### config.mk
export PLATFORM = sky130hd
export DESIGN_NAME = asf_flags
export DESIGN_NICKNAME = d
export VERILOG_FILES = /design/src/asf_pkg.sv /design/src/asf_flags.sv
export VERILOG_INCLUDE_DIRS = /design/src /design/src/src
export SDC_FILE = /design/constraint.sdc
export NUM_CORES = 1
export LEC_CHECK = 0
export BUFFER_PORTS_ARGS = -buffer_cell sky130_fd_sc_hd__buf_2
export CORE_ASPECT_RATIO = 1.4
export CORE_MARGIN = 2
export CORE_UTILIZATION = 25
export DETAILED_ROUTE_END_ITERATION = 10
export PLACE_DENSITY = 0.54
export SYNTH_ARGS = -nofsm -noshare
export SYNTH_HDL_FRONTEND = slang
export SYNTH_SLANG_ARGS = --single-unit
### constraint.sdc
create_clock -name aclk -period 5.3 [get_ports aclk]
set_input_delay 0.265 -clock aclk [delete_from_list [all_inputs] [get_ports aclk]]
set_output_delay 0.265 -clock aclk [all_outputs]
set_load 0.02 [all_outputs]
### src/asf_defines.svh
// Register offsets, bit positions and reset values of the serial flag block.
// Assumes byte addresses on an 8-bit AXI4-Lite address bus.
`ifndef ASF_DEFINES_SVH
`define ASF_DEFINES_SVH
`define ASF_OFS_STAT1 8'h00
`define ASF_OFS_STAT2 8'h04
`define ASF_OFS_CTRL1 8'h08
`define ASF_OFS_CTRL2 8'h0C
`define ASF_OFS_CTRL3 8'h10
`define ASF_OFS_DATA 8'h14
`define ASF_OFS_CTRL4 8'h18
// Status one layout; bits 5..0 are the receive flag vector
`define ASF_S1_TXE 7
`define ASF_S1_TXC 6
`define ASF_RX_FULL 5
`define ASF_RX_IDLE 4
`define ASF_RX_OVR 3
`define ASF_RX_NOISE 2
`define ASF_RX_FRAME 1
`define ASF_RX_PAR 0
`define ASF_RX_NFLAGS 6
// Status two, write one to clear
`define ASF_S2_BRK 7
`define ASF_S2_EDGE 6
// Control one
`define ASF_C1_LOOP 7
`define ASF_C1_RECEIVER_SOURCE_SELECT 5
`define ASF_C1_NINE 4
// Control two
`define ASF_C2_TXEIE 7
`define ASF_C2_TXCIE 6
`define ASF_C2_RXFIE 5
`define ASF_C2_IDLIE 4
`define ASF_C2_RXEN 2
`define ASF_C2_SLEEP 1
`define ASF_C2_SLIDL 0
// Control three; bits 3..0 enable the four error flags
`define ASF_C3_RX9 7
`define ASF_C3_TX9 6
`define ASF_C3_DIR 5
`define ASF_C3_OVRIE 3
`define ASF_C3_PARIE 0
// Control four
`define ASF_C4_BRKIE 7
`define ASF_C4_EDGIE 6
`define ASF_RST_BYTE 8'h00
`define ASF_RST_WORD 32'h0000_0000
`define ASF_RST_RXD 9'h000
`endif

### src/asf_pkg.sv
// Types shared by the serial flag block.
// Assumes the defines header supplies all numeric constants except the response codes below.
package asf_pkg;
   // AXI4-Lite response codes
   typedef enum logic [1:0] {
      ASF_RESP_OKAY = 2'b00,
      ASF_RESP_SLVERR = 2'b10
   } asf_resp_t;
endpackage

### src/asf_flags.sv
// Status flags, interrupt grouping and extra modes of a serial transceiver.
// Assumes a transmit/receive core beside it that supplies character events.
//
// The AXI4-Lite register port and the address map were chosen for this implementation.
`timescale 1ns/1ps
`include "asf_defines.svh"
module asf_flags
   import asf_pkg::*;
(
   // Clock and reset
   input wire logic aclk,
   input wire logic aresetn,
   // AXI4-Lite write address and data
   input wire logic [7:0] s_axi_awaddr,
   input wire logic s_axi_awvalid,
   output logic s_axi_awready,
   input wire logic [31:0] s_axi_wdata,
   input wire logic [3:0] s_axi_wstrb,
   input wire logic s_axi_wvalid,
   output logic s_axi_wready,
   // AXI4-Lite write response
   output logic [1:0] s_axi_bresp,
   output logic s_axi_bvalid,
   input wire logic s_axi_bready,
   // AXI4-Lite read
   input wire logic [7:0] s_axi_araddr,
   input wire logic s_axi_arvalid,
   output logic s_axi_arready,
   output logic [31:0] s_axi_rdata,
   output logic [1:0] s_axi_rresp,
   output logic s_axi_rvalid,
   input wire logic s_axi_rready,
   // Transmit core
   input wire logic tx_shift_load,
   input wire logic tx_core_idle,
   input wire logic tx_serial_out,
   output logic tx_buf_valid,
   output logic [7:0] tx_shift_data,
   output logic tx_shift_ninth,
   // Receive core
   input wire logic rx_char_ready,
   input wire logic [8:0] rx_char_data,
   input wire logic rx_char_noise,
   input wire logic rx_char_framing,
   input wire logic rx_char_parity,
   input wire logic rx_idle_detect,
   input wire logic rx_break_detect,
   output logic rx_serial_in,
   // Mode outputs to the cores
   output logic nine_bit_mode,
   output logic rx_enable,
   // Pins
   input wire logic rxd_pin,
   input wire logic txd_pin_in,
   output logic txd_pin_out,
   output logic txd_pin_oe_n,
   output logic rxd_gpio_release,
   // Stop modes and wake
   input wire logic stop_light,
   input wire logic stop_deep,
   output logic wake_request,
   // Interrupt requests
   output logic irq_tx,
   output logic irq_rx,
   output logic irq_err
);

   // Address match, used by both bus channels
   function automatic logic reg_hit(input logic [7:0] addr, input logic [7:0] ofs);
      reg_hit = (addr[7:2] == ofs[7:2]);
   endfunction

   // Any mapped register
   function automatic logic reg_mapped(input logic [7:0] addr);
      reg_mapped = reg_hit(addr, `ASF_OFS_STAT1) | reg_hit(addr, `ASF_OFS_STAT2) |
         reg_hit(addr, `ASF_OFS_CTRL1) | reg_hit(addr, `ASF_OFS_CTRL2) |
         reg_hit(addr, `ASF_OFS_CTRL3) | reg_hit(addr, `ASF_OFS_DATA) |
         reg_hit(addr, `ASF_OFS_CTRL4);
   endfunction

   logic rst; // Reset or deep stop, both wipe the registers
   logic [7:0] ctrl_one_reg; // Loop, source and length select
   logic [7:0] ctrl_two_reg; // Enables and sleep
   logic [7:0] ctrl_three_reg; // Ninth bits, direction, error enables
   logic [7:0] ctrl_four_reg; // Break and edge enables
   logic [5:0] rx_stat_reg; // Full, idle, overrun, noise, framing, parity
   logic [5:0] armed_reg; // Flags seen set by a status read
   logic [5:0] rx_set; // Hardware set per flag
   logic [5:0] rx_clr; // Clear per flag
   logic idle_block_reg; // Idle may not set again yet
   logic rx_edge_flag_reg; // Receive input edge seen
   logic break_flag_reg; // Break seen
   logic [8:0] rx_data_reg; // Receive buffer with ninth bit
   logic [7:0] tx_buf_reg; // Transmit buffer
   logic tx_buf_valid_reg; // Transmit buffer holds a character
   logic tx_complete_reg; // Transmitter finished and idle
   logic rx_prev_reg; // Previous receive line level
   logic bvalid_reg;
   logic rvalid_reg;
   logic [1:0] bresp_reg;
   logic [1:0] rresp_reg;
   logic [31:0] rdata_reg;
   logic [31:0] rdata_next;
   logic wr_go, rd_go, wr_en;
   logic stat1_rd, data_rd, data_wr, stat2_wr;
   logic rx_on, sleeping, accept, ovr_set, edge_set;
   logic tx_empty;

   assign rst = !aresetn | stop_deep;

   // Bus handshakes: write address and data are taken together
   assign wr_go = s_axi_awvalid & s_axi_wvalid & !bvalid_reg;
   assign rd_go = s_axi_arvalid & !rvalid_reg;
   assign s_axi_awready = wr_go;
   assign s_axi_wready = wr_go;
   assign s_axi_arready = rd_go;
   assign s_axi_bvalid = bvalid_reg;
   assign s_axi_bresp = bresp_reg;
   assign s_axi_rvalid = rvalid_reg;
   assign s_axi_rresp = rresp_reg;
   assign s_axi_rdata = rdata_reg;
   // Only the low byte lane carries register data
   assign wr_en = wr_go & s_axi_wstrb[0];
   assign stat1_rd = rd_go & reg_hit(s_axi_araddr, `ASF_OFS_STAT1);
   assign data_rd = rd_go & reg_hit(s_axi_araddr, `ASF_OFS_DATA);
   assign data_wr = wr_en & reg_hit(s_axi_awaddr, `ASF_OFS_DATA);
   assign stat2_wr = wr_en & reg_hit(s_axi_awaddr, `ASF_OFS_STAT2);

   // Write response channel
   always_ff @(posedge aclk) begin
      if (!aresetn) begin
         bvalid_reg <= 1'b0;
         bresp_reg <= ASF_RESP_OKAY;
      end else if (wr_go) begin
         bvalid_reg <= 1'b1;
         bresp_reg <= reg_mapped(s_axi_awaddr) ? ASF_RESP_OKAY : ASF_RESP_SLVERR;
      end else if (s_axi_bready) begin
         bvalid_reg <= 1'b0;
      end
   end

   // Read data mux; unmapped reads return zero
   always_comb begin
      rdata_next = `ASF_RST_WORD;
      // Word-aligned address, so items and selector share one width
      case ({s_axi_araddr[7:2], 2'b00})
         `ASF_OFS_STAT1: begin
            rdata_next[7:0] = {tx_empty, tx_complete_reg, rx_stat_reg};
         end
         `ASF_OFS_STAT2: begin
            rdata_next[`ASF_S2_BRK] = break_flag_reg;
            rdata_next[`ASF_S2_EDGE] = rx_edge_flag_reg;
         end
         `ASF_OFS_CTRL1: rdata_next[7:0] = ctrl_one_reg;
         `ASF_OFS_CTRL2: rdata_next[7:0] = ctrl_two_reg;
         `ASF_OFS_CTRL3: begin
            rdata_next[7:0] = ctrl_three_reg;
            rdata_next[`ASF_C3_RX9] = rx_data_reg[8];
         end
         `ASF_OFS_DATA: rdata_next[7:0] = rx_data_reg[7:0];
         `ASF_OFS_CTRL4: rdata_next[7:0] = ctrl_four_reg;
         default: rdata_next = `ASF_RST_WORD;
      endcase
   end

   // Read data channel; data held until rready
   always_ff @(posedge aclk) begin
      if (!aresetn) begin
         rvalid_reg <= 1'b0;
         rresp_reg <= ASF_RESP_OKAY;
         rdata_reg <= `ASF_RST_WORD;
      end else if (rd_go) begin
         rvalid_reg <= 1'b1;
         rresp_reg <= reg_mapped(s_axi_araddr) ? ASF_RESP_OKAY : ASF_RESP_SLVERR;
         rdata_reg <= rdata_next;
      end else if (s_axi_rready) begin
         rvalid_reg <= 1'b0;
      end
   end

   // Control registers; control three bit 7 is read-only
   always_ff @(posedge aclk) begin
      if (rst) begin
         ctrl_one_reg <= `ASF_RST_BYTE;
         ctrl_two_reg <= `ASF_RST_BYTE;
         ctrl_three_reg <= `ASF_RST_BYTE;
         ctrl_four_reg <= `ASF_RST_BYTE;
      end else if (wr_en) begin
         if (reg_hit(s_axi_awaddr, `ASF_OFS_CTRL1)) begin
            ctrl_one_reg <= s_axi_wdata[7:0];
         end
         if (reg_hit(s_axi_awaddr, `ASF_OFS_CTRL2)) begin
            ctrl_two_reg <= s_axi_wdata[7:0];
         end
         if (reg_hit(s_axi_awaddr, `ASF_OFS_CTRL3)) begin
            ctrl_three_reg <= {1'b0, s_axi_wdata[6:0]};
         end
         if (reg_hit(s_axi_awaddr, `ASF_OFS_CTRL4)) begin
            ctrl_four_reg <= s_axi_wdata[7:0];
         end
      end
   end

   assign nine_bit_mode = ctrl_one_reg[`ASF_C1_NINE];
   assign rx_enable = ctrl_two_reg[`ASF_C2_RXEN];
   assign rx_on = rx_enable;
   assign sleeping = ctrl_two_reg[`ASF_C2_SLEEP];

   // Receive events. A framing flag still set blocks the transfer.
   assign accept = rx_char_ready & rx_on & !sleeping & !rx_stat_reg[`ASF_RX_FULL] &
      !rx_stat_reg[`ASF_RX_FRAME];
   assign ovr_set = rx_char_ready & rx_on & !sleeping & rx_stat_reg[`ASF_RX_FULL];
   assign rx_set[`ASF_RX_FULL] = accept;
   assign rx_set[`ASF_RX_IDLE] = rx_idle_detect & rx_on & !idle_block_reg &
      (!sleeping | ctrl_two_reg[`ASF_C2_SLIDL]);
   assign rx_set[`ASF_RX_OVR] = ovr_set;
   assign rx_set[`ASF_RX_NOISE] = accept & rx_char_noise;
   assign rx_set[`ASF_RX_FRAME] = accept & rx_char_framing;
   assign rx_set[`ASF_RX_PAR] = accept & rx_char_parity;

   // Per-flag update: a status read arms, a data read clears; set wins
   genvar gi;
   generate
      for (gi = 0; gi < `ASF_RX_NFLAGS; gi++) begin : g_rx_flag
         assign rx_clr[gi] = data_rd & armed_reg[gi];
         always_ff @(posedge aclk) begin
            if (rst) begin
               rx_stat_reg[gi] <= 1'b0;
               armed_reg[gi] <= 1'b0;
            end else begin
               rx_stat_reg[gi] <= rx_set[gi] | (rx_stat_reg[gi] & !rx_clr[gi]);
               if (stat1_rd) begin
                  armed_reg[gi] <= rx_stat_reg[gi];
               end else if (data_rd) begin
                  armed_reg[gi] <= 1'b0;
               end
            end
         end
      end
   endgenerate

   // Idle stays quiet after a clear until a new character arrives
   always_ff @(posedge aclk) begin
      if (rst) begin
         idle_block_reg <= 1'b0;
      end else if (accept) begin
         idle_block_reg <= 1'b0;
      end else if (rx_clr[`ASF_RX_IDLE]) begin
         idle_block_reg <= 1'b1;
      end
   end

   // Receive buffer; an overrun character is dropped here
   always_ff @(posedge aclk) begin
      if (rst) begin
         rx_data_reg <= `ASF_RST_RXD;
      end else if (accept) begin
         rx_data_reg <= rx_char_data;
      end
   end

   // Receive line source selection
   always_comb begin
      rx_serial_in = rxd_pin;
      if (ctrl_one_reg[`ASF_C1_LOOP]) begin
         if (!ctrl_one_reg[`ASF_C1_RECEIVER_SOURCE_SELECT]) begin
            rx_serial_in = tx_serial_out;
         end else if (ctrl_three_reg[`ASF_C3_DIR]) begin
            rx_serial_in = tx_serial_out;
         end else begin
            rx_serial_in = txd_pin_in;
         end
      end
   end

   // Pin drive; oe_n high releases the shared wire to the far end
   assign txd_pin_out = tx_serial_out;
   assign txd_pin_oe_n = ctrl_one_reg[`ASF_C1_LOOP] & ctrl_one_reg[`ASF_C1_RECEIVER_SOURCE_SELECT] &
      !ctrl_three_reg[`ASF_C3_DIR];
   assign rxd_gpio_release = ctrl_one_reg[`ASF_C1_LOOP];

   // Falling edge of the receive line; the idle line level is high
   assign edge_set = rx_on & rx_prev_reg & !rx_serial_in;
   always_ff @(posedge aclk) begin
      if (rst) begin
         rx_prev_reg <= 1'b1;
      end else begin
         rx_prev_reg <= rx_serial_in;
      end
   end

   // Write-one-to-clear flags; a new event beats a clear
   always_ff @(posedge aclk) begin
      if (rst) begin
         rx_edge_flag_reg <= 1'b0;
         break_flag_reg <= 1'b0;
      end else begin
         rx_edge_flag_reg <= edge_set |
            (rx_edge_flag_reg & !(stat2_wr & s_axi_wdata[`ASF_S2_EDGE]));
         break_flag_reg <= (rx_break_detect & rx_on & !sleeping) |
            (break_flag_reg & !(stat2_wr & s_axi_wdata[`ASF_S2_BRK]));
      end
   end

   // Wake only from light stop; deep stop holds all but the bus channels in reset
   assign wake_request = stop_light & rx_edge_flag_reg & ctrl_four_reg[`ASF_C4_EDGIE];

   // Transmit buffer; a write in the load cycle keeps the new character
   always_ff @(posedge aclk) begin
      if (rst) begin
         tx_buf_reg <= `ASF_RST_BYTE;
         tx_buf_valid_reg <= 1'b0;
      end else if (data_wr) begin
         tx_buf_reg <= s_axi_wdata[7:0];
         tx_buf_valid_reg <= 1'b1;
      end else if (tx_shift_load) begin
         tx_buf_valid_reg <= 1'b0;
      end
   end

   // Shifter copy; ninth bit taken at the same edge as the data
   always_ff @(posedge aclk) begin
      if (rst) begin
         tx_shift_data <= `ASF_RST_BYTE;
         tx_shift_ninth <= 1'b0;
      end else if (tx_shift_load & tx_buf_valid_reg) begin
         tx_shift_data <= tx_buf_reg;
         tx_shift_ninth <= ctrl_three_reg[`ASF_C3_TX9];
      end
   end

   // Complete only when nothing is queued and the core idles
   always_ff @(posedge aclk) begin
      if (rst) begin
         tx_complete_reg <= 1'b0;
      end else begin
         tx_complete_reg <= tx_core_idle & !tx_buf_valid_reg & !data_wr;
      end
   end

   assign tx_buf_valid = tx_buf_valid_reg;
   assign tx_empty = !tx_buf_valid_reg;

   // Interrupt grouping, each source masked on its own
   assign irq_tx = (tx_empty & ctrl_two_reg[`ASF_C2_TXEIE]) |
      (tx_complete_reg & ctrl_two_reg[`ASF_C2_TXCIE]);
   assign irq_rx = (rx_stat_reg[`ASF_RX_FULL] & ctrl_two_reg[`ASF_C2_RXFIE]) |
      (rx_stat_reg[`ASF_RX_IDLE] & ctrl_two_reg[`ASF_C2_IDLIE]) |
      (rx_edge_flag_reg & ctrl_four_reg[`ASF_C4_EDGIE]) |
      (break_flag_reg & ctrl_four_reg[`ASF_C4_BRKIE]);
   assign irq_err = |(rx_stat_reg[`ASF_RX_OVR:`ASF_RX_PAR] &
      ctrl_three_reg[`ASF_C3_OVRIE:`ASF_C3_PARIE]);
endmodule

Yosys cells after proc, flatten, opt, wreduce, memory -nomap -nowiden
Cells that the tools add are included.
{ "totals": {"word_cells": 173, "output_inout_bits": 61, "inputBits": 81, "register_bits": 89} }
{ "classes": {"bitwise": 79, "n_eq_ne": 12, "reduce_logical": 31, "mux": 20} }
{ "op_table": {"columns": ["op", "n"], "rows": [
  ["1-bit AND", 52],
  ["6-bit by 3-bit equality test with 1-bit output, second input constant", 6],
  ["6-bit one-hot mux with 6 select lines", 1],
  ["1-bit bitwise OR", 26],
  ["6-bit by 2-bit equality test with 1-bit output, second input constant", 4],
  ["1-bit logical NOT", 19],
  ["1-bit 2-to-1 mux", 16],
  ["2-bit one-hot mux with 7 select lines", 1],
  ["6-bit by 1-bit equality test with 1-bit output, second input constant", 2],
  ["6-bit logical NOT", 2],
  ["2-bit AND reduction", 4],
  ["2-bit nonzero test", 4],
  ["4-bit AND", 1],
  ["2-bit 2-to-1 mux", 2],
  ["4-bit OR reduction", 1],
  ["2-bit OR reduction", 1]
]} }

Longest topological paths before layout
Gate-level depths: netlist (run 1).
{ "depth": {"word_depth": 8, "mapped_depth": 6, "ltp_nobuf": 5} }

Worst setup path before layout (run 1)
Ideal clock, no wire load.
{ "synth_timing": {"kind": "register to register", "start": "register bvalid_reg, in the netlist s_axi_bvalid", "end": "register tx_complete_reg", "t_required_ns": 5.184, "arrival_time_ns": 1.734, "stages_incl_launch_ff": 5, "setup_slack_ns": 3.450, "synth_period_minus_slack_ns": 1.850, "path_buffers": 1, "setup_ns": 0.116, "path_cell_list": "dfxtp_1 > nand3b_2 > or4_1 > clkbuf_1 > and4_1"} }
{ "synth_between": {"elab_chain_len": 6} }
{ "synth_rtl": {"columns": ["element", "line_no", "rtl"], "rows": [
  ["from (decl)", "asf_flags.sv:98", "logic bvalid_reg;"],
  ["from (signal assigned)", "asf_flags.sv:132", "bvalid_reg <= 1'b0;"],
  ["from (signal assigned)", "asf_flags.sv:135", "bvalid_reg <= 1'b1;"],
  ["from (signal assigned)", "asf_flags.sv:138", "bvalid_reg <= 1'b0;"],
  ["1-bit logical NOT", "asf_flags.sv:112", "assign wr_go = s_axi_awvalid & s_axi_wvalid & !bvalid_reg;"],
  ["1-bit AND", "asf_flags.sv:112", null],
  ["1-bit AND", "asf_flags.sv:123", "assign wr_en = wr_go & s_axi_wstrb[0];"],
  ["1-bit AND", "asf_flags.sv:126", "assign data_wr = wr_en & reg_hit(s_axi_awaddr, `ASF_OFS_DATA);"],
  ["1-bit logical NOT", "asf_flags.sv:337", "tx_complete_reg <= tx_core_idle & !tx_buf_valid_reg & !data_wr;"],
  ["1-bit AND", "asf_flags.sv:337", null],
  ["to (signal assigned)", "asf_flags.sv:337", null],
  ["to (decl)", "asf_flags.sv:96", "logic tx_complete_reg;"]
]} }
Every way passes these cells.
A chain may end at the register's enable or synchronous reset.

Final worst setup path (run 1)
{ "layout_timing": {"start": "register bvalid_reg, in the netlist s_axi_bvalid", "end": "register ctrl_four_reg[3]"} }
{ "layout_between": {"elab_chain_len": 4} }
{ "layout_rtl": {"columns": ["element", "line_no", "rtl"], "rows": [
  ["1-bit logical NOT", "asf_flags.sv:112", null],
  ["1-bit AND", "asf_flags.sv:112", null],
  ["1-bit AND", "asf_flags.sv:123", null],
  ["2-bit AND reduction (no source line)", null, null],
  ["to (signal assigned)", "asf_flags.sv:187", "ctrl_four_reg <= `ASF_RST_BYTE;"],
  ["to (signal assigned)", "asf_flags.sv:199", "ctrl_four_reg <= s_axi_wdata[7:0];"],
  ["to (decl)", "asf_flags.sv:85", "logic [7:0] ctrl_four_reg;"]
]} }
Every way passes these cells.

==> metrics.txt, run 1 <==
hold_sp rx_char_framing; hold slack 159 ps; Leakage 1.80 nW; Filler Cell Count 1673; Post-synth EDFFs 0; GP Congestion 0.729; worst clock skew 10.1 ps; post-layout worst setup margin 3240 ps; DP Area 0.00446 mm^2; Synth area leaders dfxtp_1 (44%), mux2i_1 (11%), nand2_1 (6.1%), buf_4 (5.3%), a21oi_1 (4.5%); total power 1.40 mW; Worst Setup Path Type reg2reg; Clock Latency Late Sink 340 ps; commonest register cell after synthesis dfxtp_1; crit-path max FO 9; Synth top area share 43.7%; Critical path origin s_axi_bvalid; Die Span Y 153 um; H-tree depth 3; CP arrival 2260 ps; CTS hold repair buffers 0; dpl cells 700; status finished clean; Tot GR Track Use 12.9%; Max Cap Viol 0; post-cts sizing count 0; initial DRC count 130; Synth area leader dfxtp_1; worst rel slew slack 35.2%; io pins 142; 1st-pass router iterations 4; Ys Warns 0; syn avg cell area 9.00 um^2; vias per cell 4.69; synth unique cells 46; vias in the first global route 3287; via count 3354; DRC 0; Die X 111 um; DR WL/cell 15.2 um; core area 0.0156 mm^2; Hold Path Sink rx_stat_reg[1]; time the worst path needs with I/O delays and setup 2060 ps; Crit path required time 5500 ps; grt total ovfl 0; Worst setup SP type flip-flop; ys async rst share 0%; Die Area 0.0170 mm^2; DP Worst Slack 3010 ps; worst hold path class in2reg; post-synthesis register bit count 87; DP HPWL 8.16 mm; Finished Cell Area 0.00476 mm^2; R2R Path End ctrl_four_reg[3]; Area Growth Syn to Fin 19.2%; pwr dens 294 mW/mm^2; starting density of the core 25.6%; cell row count 54; RSZ-0062 raised after global routing false; Final Non-Filler Cells 715; cell area after synthesis 0.00399 mm^2; routed wire length 10.9 mm; first-pass GRT wire length 17.5 mm; setup_tns 0 ps; Slew Viols, Final 0; # clock sinks 87; CTS tree done; Reg2Reg Setup Slack 3240 ps; CTS buffer count 9; Max IR drop VDD 0.000122 V; share of cells above drive strength 1 23.1%; Inserted Diodes 0; initial antenna violation count 0; Worst setup EP type flip-flop; clock-pin slew on the worst setup and hold paths 60 ps; Final Hold Fails 0; # Post-CTS Setup Buffers 0; Worst Reg-to-Reg Cells 4; port bufs 84; Core Util, Final 30.5%; Largest register FFs 9; Post-Syn Instances 443; fmax 485 MHz; largest net degree at the start of global routing 63; register area share after synthesis 43.7%; period utilisation layout 38.9%; clk buf depth 2; ANT nets after route 0; Slew @ Worst Pin 970 ps; Clk Tree Root Cell clkbuf_16; Reg2Reg Launch Point s_axi_bvalid; Final Setup Violations 0; Layout Nets 596; worst hold stages 2
## synthesized netlist by cell type (all sizes together) (9+ instances only)
| cell | n |
|---|---|
| mux2i | 44 |
| a31oi | 9 |
| nor2 | 37 |
| dfxtp | 87 |
| a21oi | 36 |
| nand2b | 11 |
| buf | 34 |
| inv | 11 |
| clkbuf | 16 |
| o21ai | 9 |
| nand2 | 65 |
| nand3 | 16 |
## worst max path at each step
stage	slack, ps	endpoint
5_1_grt	3100	ctrl_four_reg[3]
4_1_cts	3210	ctrl_four_reg[3]
3_3_place_gp	3040	ctrl_four_reg[2]
6_report	3240	ctrl_four_reg[3]
3_5_place_dp	3010	ctrl_four_reg[3]
2_1_floorplan	3450	tx_complete_reg
## cells by family (layout without fill, tap and decap cells)
kind of cell / count (synthesis) / in the layout / share of synthesized area [%]
multiplexers: 47 / 47 / 12.7
flip-flops: 87 / 87 / 43.7
other: 1 / 26 / 0.0940
AO/OA/AOI/OAI: 86 / 86 / 14.0
AND/OR/NAND/NOR: 159 / 159 / 20.4
XOR/XNOR: 2 / 2 / 0.439
buffers and inverters: 61 / 112 / 8.63
## where the power goes
group          total [mW]  leakage, nW  internal (mW)  switching [mW]
Clock               0.632        0.138          0.365           0.267
Sequential          0.659        0.702          0.657         0.00172
Combinational       0.108        0.959         0.0313          0.0768
Total                1.40         1.80           1.05           0.346
## layout by cell type (no fill, tap or decap), types with 2 or more instances in the layout
master and n:
nor2_1 37, buf_2 84, a22o_1 8, mux4_2 3, nor2b_1 3, a21oi_1 36
o211ai_1 4, clkbuf_16 9, dfxtp_1 87, a32o_1 2, a31o_2 4, o21ai_0 9
inv_6 2, mux2i_1 44, o221ai_1 4, nand2b_1 10, clkinvlp_4 2, nand3_1 16
nand2_1 65, inv_1 11, a22oi_1 4, or3_1 4, nor4_2 3, nor4_4 4
nand3b_1 3, conb_1 26, a31oi_1 9, buf_4 2, nor3_1 4
## layer usage
| layer | global-route usage [%] | part of all wire (%) | vias to the layer above |
|---|---|---|---|
| met4 | 3.57 | 1.0 | 0 |
| met1 | 15.7 | 44 | 1599 |
| met2 | 22.7 | 51 | 104 |
| li1 | - | - | 1641 |
| met5 | 0 | 0 | - |
| met3 | 2.89 | 4.7 | 10 |
## cell type report
class	instances	area [um^2]	share of cell area (%)
clock buffers	9	225	4.74
flip-flops and latches	87	1740	36.6
well taps	196	245	5.16
inverters	11	41.3	0.868
repair buffers	86	435	9.16
clock inverters	6	67.6	1.42
multi-input cells	320	2000	42.0
## critical path, stage by stage (launching register included)
cell,delay [ps]
dfxtp_1,310
nand3b_2,400
nor4_4,890
mux2i_1,280
nor2_1,50
(Power assumes the default switching activity.)
==> run 2, diff against run 1 <==
--- a/config.mk
+++ b/config.mk
@@ -11,7 +11,7 @@
 export CORE_MARGIN = 2
 export CORE_UTILIZATION = 25
 export DETAILED_ROUTE_END_ITERATION = 10
-export PLACE_DENSITY = 0.54
+export PLACE_DENSITY = 0.55
 export SYNTH_ARGS = -nofsm -noshare
 export SYNTH_HDL_FRONTEND = slang
 export SYNTH_SLANG_ARGS = --single-unit
==> constraint.sdc (replaced) <==
create_clock -name aclk -period 1.7 [get_ports aclk]
set_input_delay 0.085 -clock aclk [delete_from_list [all_inputs] [get_ports aclk]]
set_output_delay 0.085 -clock aclk [all_outputs]
set_load 0.02 [all_outputs]
==> metrics.txt, run 2 (same netlist as run 1, synthesis figures left out) <==
DR WL/cell 14.6 um (was 15.2 um); CTS tree done (unchanged); H-tree depth 3 (unchanged); Tot GR Track Use 12.9% (about the same); Die Area 0.0170 mm^2 (unchanged); R2R Path End ctrl_one_reg[5] (was ctrl_four_reg[3]); Final Setup Violations 0 (unchanged); fmax 643 MHz (was 485 MHz); status finished clean (unchanged); DP Worst Slack 28.3 ps (was 3010 ps); initial DRC count 133 (was 130); Largest register FFs 9 (unchanged); clk buf depth 2 (unchanged); Final Non-Filler Cells 750 (was 715); first-pass GRT wire length 17.6 mm (was 17.5 mm); commonest non-fill, non-tap cell in the layout dfxtp_1 (unchanged); vias in the first global route 3314 (was 3287); crit-path max FO 8 (was 9); RSZ-0062 raised after global routing false (unchanged); total power 4.50 mW (was 1.40 mW); Worst Path Buf+Inv 2 (was 0); pwr dens 877 mW/mm^2 (was 294 mW/mm^2); Critical path origin s_axi_bvalid (unchanged); worst hold path class in2reg (unchanged); highest-count cells in the layout ignoring fill and taps dfxtp_1 (87), buf_2 (84), nand2_1 (65) (unchanged); Die X 111 um (unchanged); ANT nets after route 0 (unchanged); CTS buffer count 9 (unchanged); # clock sinks 87 (unchanged); Max IR drop VDD 0.000576 V (was 0.000122 V); Clock Latency Late Sink 330 ps (was 340 ps); Inserted Diodes 0 (unchanged); largest net degree at the start of global routing 51 (was 63); Crit path required time 1920 ps (was 5500 ps); via count 3404 (was 3354); setup_tns 0 ps (unchanged); Reg2Reg Launch Point s_axi_bvalid (unchanged); Area Growth Syn to Fin 28.7% (was 19.2%); Worst Reg-to-Reg Cells 6 (was 4); port bufs 84 (unchanged); routed wire length 11.0 mm (was 10.9 mm); slowest stage delay, CP 340 ps (was 890 ps); share of cells above drive strength 1 25.8% (was 23.1%); CP arrival 1770 ps (was 2260 ps); Worst path top cell family by delay simple AND/OR/NAND/NOR gates (unchanged); CP cell instances nand3b_4, buf_4, nor4_4, buf_12, mux2i_1, nor2_1 (was nand3b_2, nor4_4, mux2i_1, nor2_1); # Post-CTS Setup Buffers 0 (unchanged); period utilisation layout 91.4% (was 38.9%); Storage cell area 0.00174 mm^2 (unchanged); Filler Cell Count 1608 (was 1673); hold_sp rx_char_data[7] (was rx_char_framing); Hold Path Sink rx_data_reg[7] (was rx_stat_reg[1]); dpl cells 724 (was 700); post-cts sizing count 0 (unchanged); clock-pin slew on the worst setup and hold paths 60 ps (about the same); grt total ovfl 0 (unchanged); GP Congestion 0.870 (was 0.729); Worst setup SP type flip-flop (unchanged); core area 0.0156 mm^2 (unchanged); io pins 142 (unchanged); post-layout worst setup margin 145 ps (was 3240 ps); vias per cell 4.54 (was 4.69); Max Cap Viol 0 (unchanged); Worst setup EP type flip-flop (unchanged); Clk Tree Root Cell clkbuf_16 (unchanged); DP HPWL 8.56 mm (was 8.16 mm); time the worst path needs with I/O delays and setup 1550 ps (was 2060 ps); Worst Setup Path Type reg2reg (unchanged); initial antenna violation count 0 (unchanged); Reg2Reg Setup Slack 150 ps (was 3240 ps); Leakage 2.00 nW (was 1.80 nW); cell row count 54 (unchanged); Final Hold Fails 0 (unchanged); hold slack 12.1 ps (was 159 ps); worst hold stages 3 (was 2); DRC 0 (unchanged); critical path's slowest cell nor4_4 (unchanged); worst clock skew 6.27 ps (was 10.1 ps); Layout Nets 631 (was 596); starting density of the core 25.6% (unchanged); 1st-pass router iterations 4 (unchanged); Multi-input gate area 0.00201 mm^2 (was 0.00200 mm^2); Die Span Y 153 um (unchanged); Slew Viols, Final 0 (unchanged)
-- run 2: cell types whose count changed in the layout (fill, tap and decap cells not counted), sizes merged --
cell / before / now
dlygate4sd3: 0 / 11
clkinvlp: 2 / 1
buf: 86 / 110
inv: 13 / 12
bufinv: 1 / 2
clkbuf: 9 / 10
-- run 2: tightest hold or removal path, delay by kind of cell --
kind / cells / cell delay (ps)
AO/OA/AOI/OAI: 1 / 50
buffers and inverters: 1 / 100
AND/OR/NAND/NOR: 1 / 50
-- run 2: layer usage --
layer | share of wire, % | GRT usage, %
met4 | 2.1 | 5.12
met3 | 4.1 | 2.74
met2 | 51 | 23.1
met5 | 0 | 0
met1 | 43 | 14.8
-- run 2: area by class of cell --
cell class                      count  share of cell area, %
Multi-Input combinational cell    320                   39.1
Sequential cell                    87                   33.9
Timing Repair Buffer              121                   15.4
Tap cell                          196                   4.78
Clock buffer                       10                   4.46
Clock inverter                      5                   1.58
Inverter                           11                  0.804
-- run 2: worst max-delay path by stage --
stage | slack [ps] | end | cells after the start
after floorplan | 10 | tx_complete_reg | 4
after global placement | 50 | tx_buf_reg[2] | 7
after detailed placement | 30 | tx_buf_reg[3] | 7
after CTS | 120 | ctrl_one_reg[5] | 6
after global routing | 20 | ctrl_three_reg[4] | 6
final | 150 | ctrl_one_reg[5] | 6
-- run 2: what timing repair did --
item | CTS | global route
hold buffers | 11 | 0
endpoints found under the hold margin | 11 | 0
setup endpoints to repair | 0 | 0
-- run 2: stage by stage --
step	instance area (um^2)	utilization [%]
global route	5130	32.9
CTS	5130	32.9
floorplan	4090	-
global placement	4710	30.2
finish	5130	32.9
detailed placement	4710	30.2
-- run 2: where the power goes --
part	switching (mW)	leakage (nW)	internal (mW)
clock	0.782	0.149	1.28
combinational	0.248	1.15	0.137
sequential	0.00587	0.702	2.05
==> run 3, diff against run 2 <==
--- a/config.mk
+++ b/config.mk
@@ -7,11 +7,15 @@
 export NUM_CORES = 1
 export LEC_CHECK = 0
 export BUFFER_PORTS_ARGS = -buffer_cell sky130_fd_sc_hd__buf_2
+export CELL_PAD_IN_SITES_DETAIL_PLACEMENT = 1
+export CELL_PAD_IN_SITES_GLOBAL_PLACEMENT = 1
 export CORE_ASPECT_RATIO = 1.4
 export CORE_MARGIN = 2
 export CORE_UTILIZATION = 25
 export DETAILED_ROUTE_END_ITERATION = 10
-export PLACE_DENSITY = 0.55
+export PLACE_DENSITY = 0.69
+export RECOVER_POWER = 50
+export SLEW_MARGIN = 20
 export SYNTH_ARGS = -nofsm -noshare
 export SYNTH_HDL_FRONTEND = slang
 export SYNTH_SLANG_ARGS = --single-unit
==> metrics.txt, run 3 (same netlist as run 1, synthesis figures left out) <==
max layer used met4 (unchanged); Final Hold Fails 0 (unchanged); Worst Setup Path Type reg2reg (unchanged); # Post-CTS Setup Buffers 0 (unchanged); Storage cell area 0.00174 mm^2 (unchanged); Die Span Y 153 um (unchanged); core area 0.0156 mm^2 (unchanged); status finished clean (unchanged); DRC 0 (unchanged); # clock sinks 87 (unchanged); starting density of the core 25.6% (unchanged); met2 WL 6.74 mm (was 5.60 mm); worst rel slew slack 65.0%; port bufs 84 (unchanged); vias in the first global route 3735 (was 3314); period utilisation layout 93.1% (was 91.4%); Seq pwr share 46.4% (was 45.6%); Clock power frac 44.8% (was 45.8%); Worst path top cell family by delay simple AND/OR/NAND/NOR gates (unchanged); metal3 WL 463 um (was 445 um); Final Non-Filler Cells 751 (was 750); Final Setup Violations 0 (unchanged); CTS buffer count 9 (unchanged); critical path's slowest cell dfxtp_1 (was nor4_4); io pins 142 (unchanged); Layout Nets 631 (unchanged); grt total ovfl 0 (unchanged); Logic pwr share 8.8% (was 8.5%); Crit path required time 1930 ps (was 1920 ps); GP Congestion 0.846 (was 0.870); Die Area 0.0170 mm^2 (unchanged); Die X 111 um (unchanged); Clock Latency Late Sink 340 ps (was 330 ps); Worst setup SP type flip-flop (unchanged); Area Growth Syn to Fin 27.5% (was 28.7%); RSZ-0062 raised after global routing false (unchanged); DR WL/cell 16.6 um (was 14.6 um); fmax 632 MHz (was 643 MHz); cell row count 54 (unchanged); Tot GR Track Use 14.6% (was 12.9%); routed wire length 12.5 mm (was 11.0 mm); Inserted Diodes 0 (unchanged); DP Area 0.00473 mm^2 (was 0.00471 mm^2); crit-path max FO 8 (unchanged); Sw Share 24.9% (was 23.0%); dpl cells 725 (was 724); commonest non-fill, non-tap cell in the layout dfxtp_1 (unchanged); CP arrival 1810 ps (was 1770 ps); clock-pin slew on the worst setup and hold paths 60 ps (about the same); initial antenna violation count 0 (unchanged); largest net degree at the start of global routing 51 (unchanged); Slew Viols, Final 0 (unchanged); Slew @ Worst Pin 524 ps; CP cell instances nand3b_4, buf_4, nor4_4, buf_12, mux2i_1, nor2_1 (unchanged); clk buf depth 2 (unchanged); Finished Cell Area 0.00509 mm^2 (was 0.00513 mm^2); Power Internal 3.32 mW (was 3.47 mW); initial DRC count 116 (was 133); Leakage 1.86 nW (was 2.00 nW); time the worst path needs with I/O delays and setup 1580 ps (was 1550 ps); H-tree depth 3 (unchanged); via count 3580 (was 3404); worst clock skew 6.54 ps (was 6.27 ps); slowest stage delay, CP 330 ps (was 340 ps); CTS tree done (unchanged); first-pass GRT wire length 19.8 mm (was 17.6 mm); Multi-input gate area 0.00201 mm^2 (unchanged); Worst setup EP type flip-flop (unchanged); 1st-pass router iterations 4 (unchanged); Net Sw Power 1.10 mW (was 1.04 mW); setup_tns 0 ps (unchanged); total power 4.43 mW (was 4.50 mW); Max Cap Viol 0 (unchanged); highest-count cells in the layout ignoring fill and taps dfxtp_1 (87), nand2_1 (65), buf_2 (53) (was dfxtp_1 (87), buf_2 (84), nand2_1 (65)); DP HPWL 9.66 mm (was 8.56 mm); share of cells above drive strength 1 20.4% (was 25.8%); Filler Cell Count 1852 (was 1608); vias per cell 4.77 (was 4.54); wl on met1 4.84 mm (was 4.68 mm); Largest register FFs 9 (unchanged); worst hold path class in2reg (unchanged); Max IR drop VDD 0.000400 V (was 0.000576 V); ANT nets after route 0 (unchanged); Worst Path Buf+Inv 2 (unchanged); Clk Tree Root Cell clkbuf_16 (unchanged); pwr dens 870 mW/mm^2 (was 877 mW/mm^2)
[run 3: layout make-up]
type	instances	share of cell area (%)
clock buffer	9	4.43
timing repair buffer	121	14.8
inverter	11	0.812
sequential	87	34.2
tap	196	4.82
clock inverter	7	1.43
multi-input combinational	320	39.5
[run 3: routing by layer]
metal | vias up | global-route usage, %
li1 | 1714 | -
met2 | 86 | 27.5
met3 | 21 | 2.62
met5 | - | 0
met4 | 0 | 6.07
met1 | 1759 | 15.8
[run 3: tightest hold or removal path, cell delays in order]
cell	delay, ps
buf_2	100
nand2_1	60
a21oi_1	60
[run 3: stage by stage]
step	hold WS (ps)	utilization, %	setup slack (ps)
2_1_floorplan	221	-	12.4
3_3_place_gp	325	30.3	66.2
3_5_place_dp	320	30.3	0.289
4_1_cts	5.34	32.9	103
5_1_grt	19.3	32.6	12.1
6_report	16.8	32.6	117
[run 3: path summary, 6_finish.rpt]
| path | from | end | slack (ps) | cells after the start |
|---|---|---|---|---|
| worst max-delay path | s_axi_bvalid | ctrl_four_reg[3] | 120 | 6 |
| worst min-delay path | rx_char_data[4] | rx_data_reg[4] | 20 | 3 |
| worst max register to register | s_axi_bvalid | ctrl_four_reg[3] | 120 | 6 |
| worst min register to register | s_axi_rdata[5] | s_axi_rdata[5] | 440 | 2 |
[run 3: what timing repair did]
action                                  CTS  global route
hold endpoints to repair                 10             0
endpoints found under the setup margin    0             0
resized for setup                         0             0
hold buffers                             10             0
[run 3: power groups by stage]
| stage | Combinational, mW | Clock (mW) | Sequential, mW |
|---|---|---|---|
| 6_report | 0.388 | 1.99 | 2.05 |
| 4_1_cts | 0.395 | 2.04 | 2.05 |
| 5_1_grt | 0.421 | 2.12 | 2.05 |
| 2_1_floorplan | 0.255 | 0 | 2.11 |
| 3_3_place_gp | 0.367 | 0 | 2.10 |
| 3_5_place_dp | 0.375 | 0 | 2.10 |
